==> src/logic/serial_chan_pkg.sv <==
// Constants shared by the serial channel control block
package serial_chan_pkg;
	localparam int DATA_W = 8;
	localparam int SYNC_STAGES = 2;
	// Port offsets within the two-port block, default placement
	localparam logic SERIAL_DATA_PORT_OFS = 1'h0;
	localparam logic CHANNEL_STATUS_PORT_OFS = 1'h1;
	localparam logic CHANNEL_CONTROL_PORT_OFS = 1'h1;
	// Control word fields
	localparam int CTL_RX_IRQ_ENABLE = 0;
	localparam int CTL_TX_IRQ_ENABLE = 1;
	localparam int CTL_CD = 2;
	localparam int CTL_CA = 3;
	localparam int CTL_STOP_BIT_COUNT = 4;
	localparam int CTL_PARITY_INHIBIT = 5;
	localparam int CTL_PARITY_EVEN = 6;
	localparam int CTL_CHAR_LENGTH = 7;
	// Status word fields
	localparam int STS_TX_HOLDING_EMPTY = 0;
	localparam int STS_RX_CHAR_READY = 1;
	localparam int STS_OPTIONAL_INPUT = 2;
	localparam int STS_PARITY_FAULT = 3;
	localparam int STS_OVERRUN = 4;
	localparam int STS_FRAMING_FAULT = 5;
	localparam int STS_CC = 6;
	localparam int STS_CB = 7;
	// Values after reset
	localparam logic [7:0] CTRL_LATCH_RESET = 8'h00;
	localparam logic [7:0] RDATA_RESET = 8'h00;
	localparam logic [1:0] RST_SYNC_RESET = 2'h0;
endpackage

==> src/logic/dual_serial_channel_ctrl.sv <==
// Control, status and interrupt logic of one serial channel
// How it works
// - A control port write loads all eight control latches together
// - A latch bit at one inverts its signal against the jumper level
// - A latch bit at zero gives the jumper power-up level
// - Receive interrupt pulled low while character unread and receive enable active
// - Receive interrupt released once the host reads the data port
// - Transmit interrupt pulled low while UART can take a character and enabled
// - Transmit interrupt released while the transmit holding buffer is full
// - Bus interrupt-acknowledge status is not an input at all
// - Bits 0 and 1 toggle receive and transmit interrupt enables
// - Bit 2 drives the CD output, bit 3 the CA output
// - Status bit 6 shows CC input, bit 7 shows CB input
// - Handshake outputs start at jumper level and writes change them
// - Status bit 2 shows CF or UART end-of-character by option
// - Jumpers choose parity, length, stop bits, inhibit, interrupts, handshake
// - Control bits: rx en, tx en, CD, CA, stops, inhibit, even, length
// - Status bits: tx empty, rx ready, option, parity, overrun, framing, CC, CB
// - Power-on clear or bus reset clears every control latch
// - Data port at base, status at base plus one; option swaps them
`timescale 1ns/1ps
module dual_serial_channel_ctrl (
	// Clock and reset
	input wire logic mclk,
	input wire logic rstn,
	input wire logic power_on_clear_n,
	input wire logic bus_reset_n,
	// Host port access, same clock
	input wire logic io_sel,
	input wire logic io_addr0,
	input wire logic io_wr,
	input wire logic io_rd,
	input wire logic [serial_chan_pkg::DATA_W-1:0] io_wdata,
	output logic [serial_chan_pkg::DATA_W-1:0] io_rdata,
	output logic io_rdata_oe,
	// Jumper straps
	input wire logic [7:0] powerup_levels,
	input wire logic port_swap,
	input wire logic opt_select_eoc,
	// UART side
	input wire logic [serial_chan_pkg::DATA_W-1:0] uart_rx_data,
	input wire logic uart_rx_char_ready,
	input wire logic uart_tx_holding_empty,
	input wire logic uart_parity_fault,
	input wire logic uart_overrun,
	input wire logic uart_framing_fault,
	input wire logic uart_end_of_char,
	output logic uart_rx_read,
	output logic uart_tx_load,
	output logic [serial_chan_pkg::DATA_W-1:0] uart_tx_data,
	// UART format controls
	output logic stop_bit_count_select,
	output logic parity_inhibit,
	output logic parity_even_select,
	output logic char_length_select,
	// Handshake lines
	output logic cd_out,
	output logic ca_out,
	input wire logic cc_in,
	input wire logic cb_in,
	input wire logic cf_in,
	// Open-drain interrupt lines
	output logic rx_irq_line_out,
	output logic rx_irq_line_oe,
	output logic tx_irq_line_out,
	output logic tx_irq_line_oe
);
	import serial_chan_pkg::*;

	localparam int NSYNC = 8 + 8 + 10;

	// Reset release
	logic [1:0] rst_sync_reg;
	logic rst_n;
	always_ff @(posedge mclk or negedge rstn) begin
		if (!rstn) begin
			rst_sync_reg <= RST_SYNC_RESET;
		end else begin
			rst_sync_reg <= {rst_sync_reg[0], 1'b1};
		end
	end
	assign rst_n = rst_sync_reg[1];

	// Two-stage synchronisers for pins and UART signals
	logic [NSYNC-1:0] sync_raw;
	logic [NSYNC-1:0] sync1_reg;
	logic [NSYNC-1:0] sync2_reg;
	assign sync_raw = {powerup_levels, uart_rx_data, power_on_clear_n, bus_reset_n, port_swap,
		opt_select_eoc, uart_rx_char_ready, uart_tx_holding_empty, uart_parity_fault,
		uart_overrun, uart_framing_fault, uart_end_of_char};
	always_ff @(posedge mclk or negedge rst_n) begin
		if (!rst_n) begin
			sync1_reg <= '0;
			sync2_reg <= '0;
		end else begin
			sync1_reg <= sync_raw;
			sync2_reg <= sync1_reg;
		end
	end
	logic [2:0] hs1_reg;
	logic [2:0] hs2_reg;
	always_ff @(posedge mclk or negedge rst_n) begin
		if (!rst_n) begin
			hs1_reg <= '0;
			hs2_reg <= '0;
		end else begin
			hs1_reg <= {cc_in, cb_in, cf_in};
			hs2_reg <= hs1_reg;
		end
	end

	logic [7:0] level_s;
	logic [7:0] rxd_s;
	logic poc_n_s, bres_n_s, swap_s, eoc_sel_s, dav_s, tx_holding_empty_s, pe_s, or_s, fe_s, eoc_s;
	assign level_s = sync2_reg[25:18];
	assign rxd_s = sync2_reg[17:10];
	assign {poc_n_s, bres_n_s, swap_s, eoc_sel_s, dav_s, tx_holding_empty_s, pe_s, or_s, fe_s, eoc_s} =
		sync2_reg[9:0];

	// Port decode
	function automatic logic is_data_port(input logic a0, input logic swap);
		return a0 == (swap ? CHANNEL_STATUS_PORT_OFS : SERIAL_DATA_PORT_OFS);
	endfunction
	logic data_wr, data_rd, ctrl_wr, stat_rd, latch_clear;
	assign data_wr = io_sel && io_wr && is_data_port(io_addr0, swap_s);
	assign data_rd = io_sel && io_rd && is_data_port(io_addr0, swap_s);
	assign ctrl_wr = io_sel && io_wr && !is_data_port(io_addr0, swap_s);
	assign stat_rd = io_sel && io_rd && !is_data_port(io_addr0, swap_s);
	assign latch_clear = !poc_n_s || !bres_n_s;

	// Status word
	logic [7:0] status_word;
	always_comb begin
		status_word = 8'h00;
		status_word[STS_TX_HOLDING_EMPTY] = tx_holding_empty_s;
		status_word[STS_RX_CHAR_READY] = dav_s;
		status_word[STS_OPTIONAL_INPUT] = eoc_sel_s ? eoc_s : hs2_reg[0];
		status_word[STS_PARITY_FAULT] = pe_s;
		status_word[STS_OVERRUN] = or_s;
		status_word[STS_FRAMING_FAULT] = fe_s;
		status_word[STS_CC] = hs2_reg[2];
		status_word[STS_CB] = hs2_reg[1];
	end

	// Channel state
	logic [7:0] ctrl_latch_reg, ctrl_latch_next;
	logic [7:0] ctrl_out_reg, ctrl_out_next;
	logic [7:0] rdata_reg, rdata_next;
	logic [7:0] txd_reg, txd_next;
	logic oe_reg, oe_next, rx_rd_reg, rx_rd_next, tx_ld_reg, tx_ld_next;
	logic rx_taken_reg, rx_taken_next, tx_full_reg, tx_full_next;
	logic rx_irq_reg, rx_irq_next, tx_irq_reg, tx_irq_next;

	always_comb begin
		ctrl_latch_next = ctrl_latch_reg;
		if (latch_clear) begin
			ctrl_latch_next = CTRL_LATCH_RESET;
		end else if (ctrl_wr) begin
			ctrl_latch_next = io_wdata;
		end
		// Jumper level flipped by each set bit
		ctrl_out_next = ctrl_latch_next ^ level_s;
		rdata_next = rdata_reg;
		if (data_rd) begin
			rdata_next = rxd_s;
		end else if (stat_rd) begin
			rdata_next = status_word;
		end
		oe_next = data_rd || stat_rd;
		rx_rd_next = data_rd;
		tx_ld_next = data_wr;
		txd_next = data_wr ? io_wdata : txd_reg;
		// Read marks the character taken until the UART drops ready
		rx_taken_next = (rx_taken_reg && dav_s) || data_rd;
		// Load marks the buffer full until the UART drops empty
		tx_full_next = (tx_full_reg && tx_holding_empty_s) || data_wr;
		rx_irq_next = dav_s && !rx_taken_next &&
			ctrl_out_next[CTL_RX_IRQ_ENABLE];
		tx_irq_next = tx_holding_empty_s && !tx_full_next &&
			ctrl_out_next[CTL_TX_IRQ_ENABLE];
	end

	always_ff @(posedge mclk or negedge rst_n) begin
		if (!rst_n) begin
			ctrl_latch_reg <= CTRL_LATCH_RESET;
			ctrl_out_reg <= CTRL_LATCH_RESET;
			rdata_reg <= RDATA_RESET;
			txd_reg <= RDATA_RESET;
			oe_reg <= 1'b0;
			rx_rd_reg <= 1'b0;
			tx_ld_reg <= 1'b0;
			rx_taken_reg <= 1'b0;
			tx_full_reg <= 1'b0;
			rx_irq_reg <= 1'b0;
			tx_irq_reg <= 1'b0;
		end else begin
			ctrl_latch_reg <= ctrl_latch_next;
			ctrl_out_reg <= ctrl_out_next;
			rdata_reg <= rdata_next;
			txd_reg <= txd_next;
			oe_reg <= oe_next;
			rx_rd_reg <= rx_rd_next;
			tx_ld_reg <= tx_ld_next;
			rx_taken_reg <= rx_taken_next;
			tx_full_reg <= tx_full_next;
			rx_irq_reg <= rx_irq_next;
			tx_irq_reg <= tx_irq_next;
		end
	end

	// Outputs
	assign io_rdata = rdata_reg;
	assign io_rdata_oe = oe_reg;
	assign uart_rx_read = rx_rd_reg;
	assign uart_tx_load = tx_ld_reg;
	assign uart_tx_data = txd_reg;
	assign stop_bit_count_select = ctrl_out_reg[CTL_STOP_BIT_COUNT];
	assign parity_inhibit = ctrl_out_reg[CTL_PARITY_INHIBIT];
	assign parity_even_select = ctrl_out_reg[CTL_PARITY_EVEN];
	assign char_length_select = ctrl_out_reg[CTL_CHAR_LENGTH];
	assign cd_out = ctrl_out_reg[CTL_CD];
	assign ca_out = ctrl_out_reg[CTL_CA];
	assign rx_irq_line_out = 1'b0;
	assign rx_irq_line_oe = rx_irq_reg;
	assign tx_irq_line_out = 1'b0;
	assign tx_irq_line_oe = tx_irq_reg;
endmodule // dual_serial_channel_ctrl

==> config.mk <==
export PLATFORM = sky130hd
export DESIGN_NAME = dual_serial_channel_ctrl
export DESIGN_NICKNAME = d
export VERILOG_FILES = /design/src/logic/serial_chan_pkg.sv /design/src/logic/dual_serial_channel_ctrl.sv
export SDC_FILE = /design/constraint.sdc
export NUM_CORES = 1
export LEC_CHECK = 0
export BUFFER_PORTS_ARGS = -buffer_cell sky130_fd_sc_hd__buf_2
export CORE_MARGIN = 1.5
export CORE_UTILIZATION = 47
export DETAILED_ROUTE_END_ITERATION = 8
export PLACE_DENSITY = 0.68
export SETUP_SLACK_MARGIN = 0.5
export SKIP_LAST_GASP = 1
export SYNTH_ARGS = -nofsm -noshare
export SYNTH_HDL_FRONTEND = slang
export SYNTH_SLANG_ARGS = --single-unit
==> constraint.sdc <==
create_clock -name mclk -period 4 [get_ports mclk]
set_clock_uncertainty 0.1 [all_clocks]
set_input_delay 0.4 -clock mclk [delete_from_list [all_inputs] [get_ports mclk]]
set_output_delay 0.4 -clock mclk [all_outputs]
set_load 0.01 [all_outputs]
==> run_results.csv <==
group,metric,value,unit
status,outcome,"finished clean",
sta,rsz0062_at_grt,"false",
grt,grt_pass1_vias,1645,
sta,report.final.setup_viol,0,
setup_path,cp_top_family,"simple AND/OR/NAND/NOR gates",
pwr,p_int,1.53,mW
placement,place_hpwl,3090,um
routing,wl_per_cell,12.7,um
cells_and_area,drive_gt1_frac,0.348,
logic_synthesis,ys.flop_type,"dfrtp_1",
logic_synthesis,ys_warn_count,0,
setup_path,worst-setup-path-type,"reg2reg",
clock_tree,cts_buffer_depth,2,
logic_synthesis,ys_ff_latch,97,
cells_and_area,fill_cells,489,
sta,hold_viol,0,
pwr,finalPower,1.96,mW
setup_path,start_kind,"register",
sta,drv_slew,0,
die,std_cell_rows,29,
grt,grt_pass1_wl,7870,um
pwr,pwr-share-clk,0.360,
pwr,p_leak,1.81,nW
setup_path,critical_path.max_stage_delay,0.69,ns
setup_path,required,4.14,ns
placement,place_ws,1.75,ns
cells_and_area,design_area,3700,um^2
logic_synthesis,synthArstFlopShare,1.00,
routing,vias,1656,
sta,max_slew_margin,0.251,
clock_tree,tritoncts,"done",
grt,antenna_found_initial,0,
setup_path,cp.buffers_inverters,1,
placement,placed_cell_area,3450,um^2
hold_path,hp-class,"in2reg",
die,start_util,0.482,
clock_tree,clockRootBuffer,"clkbuf_8",
logic_synthesis,yosysUniqueCellTypes,26,
die,die_y,83.3,um
pwr,p_comb_frac,0.080,
routing,ant_nets,0,
clock_tree,cts_setup_buffers,0,
logic_synthesis,synth_xor_area_frac,0.0256,
clock_tree,cts-htree-levels,3,
cells_and_area,seqCellArea,2430,um^2
logic_synthesis,syn_inst,198,
pwr,vdd_drop_max,0.297,mV
setup_path,cp.arrival,2.28,ns
die,num_io_pins,72,
setup_path,end_kind,"register",
setup_path,cp_cell_sequence,"xor2_2, buf_4, nor2_1, mux2_2",
routing,first_pass_iters,4,
pwr,switching_power,0.428,mW
cells_and_area,most-common-layout-cells,"96 x dfrtp_1, 69 x buf_2, 21 x nand2_1",
cells_and_area,mostFrequentLayoutCell,"dfrtp_1",
setup_path,cp_slowest_cell,"nor2_1",
pwr,power_density,529,nW/um^2
die,die_area,6930,um^2
clock_tree,hold_buffers,1,
logic_synthesis,syn-cell-area,3030,um^2
sta,fmax,466,MHz
clock_tree,clk_latency,0.35,ns
grt,grt_usage,0.152,
clock_tree,cts_resized,0,
logic_synthesis,synthAdderAreaFrac,0,
clock_tree,path_clk_slew,0.08,ns
logic_synthesis,synth_compound_area_frac,0.0566,
pwr,p_seq_frac,0.560,
logic_synthesis,ys_seq_area_frac,0.802,
cells_and_area,finalNetCount,317,
flow_run,max_cap_violations,0,
die,core_area,6280,um^2
cells_and_area,multi_input_area,567,um^2
logic_synthesis,muxShareOfSynthArea,0.0364,
sta,period_share,0.536,
sta,tightest_slew,1.12,ns
sta,period_needed,2.15,ns
die,die_w,83.3,um
placement,place.gp.congestion,0.726,
clock_tree,clock-sinks,97,
sta,setup_ws,1.85,ns
routing,viasPerCell,4.65,
logic_synthesis,synth_edf_count,0,
clock_tree,cts_buffers,9,
cells_and_area,area_growth_syn_to_layout,22.3,%
grt,grt_max_degree,96,
logic_synthesis,yosys.area_share.simple,0.0624,
logic_synthesis,syn_area_per_cell,15.3,um^2
pwr,swShare,0.218,
routing,wirelength,4540,um
routing,drc_errors,0,
routing,drtIter0Drc,95,
setup_path,crit_fanout,17,
cells_and_area,n_antenna_cell,0,
placement,port-buffer-count,69,
grt,grt-ovfl-total,0,
sta,tns,0,ns
logic_synthesis,synth_top_family_by_area,"simple AND/OR/NAND/NOR gates",
## cell families after synthesis
logic type,Yosys count
flops,97
xor+xnor,8
simple gates,44
compound gates,28
mux,10
other cells,2
buf+inv,9
## cell usage after synthesis (all sizes together), types with 3 or more instances
cell,number,area share
mux2,8,0.030
a21o,3,0.0074
o21ai,7,0.012
nor2,10,0.012
nand2,21,0.026
nand3,7,0.012
a31oi,7,0.014
xor2,7,0.023
a21oi,8,0.013
dfrtp,97,0.80
buf,6,0.011
## cell type report
class / count / share of cell area
Timing Repair Buffer: 71 / 0.0980
Sequential cell: 97 / 0.656
Tap cell: 77 / 0.0260
Inverter: 2 / 0.00203
Multi-Input combinational cell: 93 / 0.153
Clock inverter: 4 / 0.0199
Clock buffer: 12 / 0.0446
## metal layers
layer	vias to the layer above	routed length (um)	global-route usage
li1	799	-	-
met1	805	1970	0.203
met2	45	2170	0.214
met3	7	298	0.0586
met4	0	96	0.0864
met5	-	0	0
## worst register-to-register path, cell delays in order, from the launching register on
cell and delay (ns):
dfrtp_1 0.44, xor2_2 0.18, buf_4 0.20, nor2_1 0.70, mux2_2 0.42
## metrics by stage
step	utilization	hold WS [ns]	std cells
4_1_cts	0.590	0.0253	356
2_1_floorplan	-	0.00441	199
5_1_grt	0.590	0.0197	356
3_3_place_gp	0.550	0.0865	339
6_report	0.590	0.0456	356
3_5_place_dp	0.550	0.0877	339
## power by group through the flow
stage / Sequential, mW / Clock, mW / Combinational, mW
after floorplan: 1.13 / 0 / 0.0642
after global placement: 1.12 / 0 / 0.157
after detailed placement: 1.12 / 0 / 0.160
after CTS: 1.10 / 0.728 / 0.160
after global routing: 1.11 / 0.774 / 0.175
final: 1.10 / 0.704 / 0.157
## path summary, 6_finish.rpt
kind                                    from           endpoint  slack [ns]  cells past startpoint
min reg2reg                    sync1_reg[24]      sync2_reg[24]        0.25                      0
max                             sync2_reg[7]    uart_tx_data[5]        1.85                      4
max reg2reg                     sync2_reg[7]    uart_tx_data[5]        1.85                      4
min                        powerup_levels[5]      sync1_reg[23]        0.05                      1
min in group asynchronous               rstn    rst_sync_reg[0]        0.25                      2
max in group asynchronous    rst_sync_reg[1]  ctrl_latch_reg[4]        2.64                      0
(Power assumes the default switching activity.)
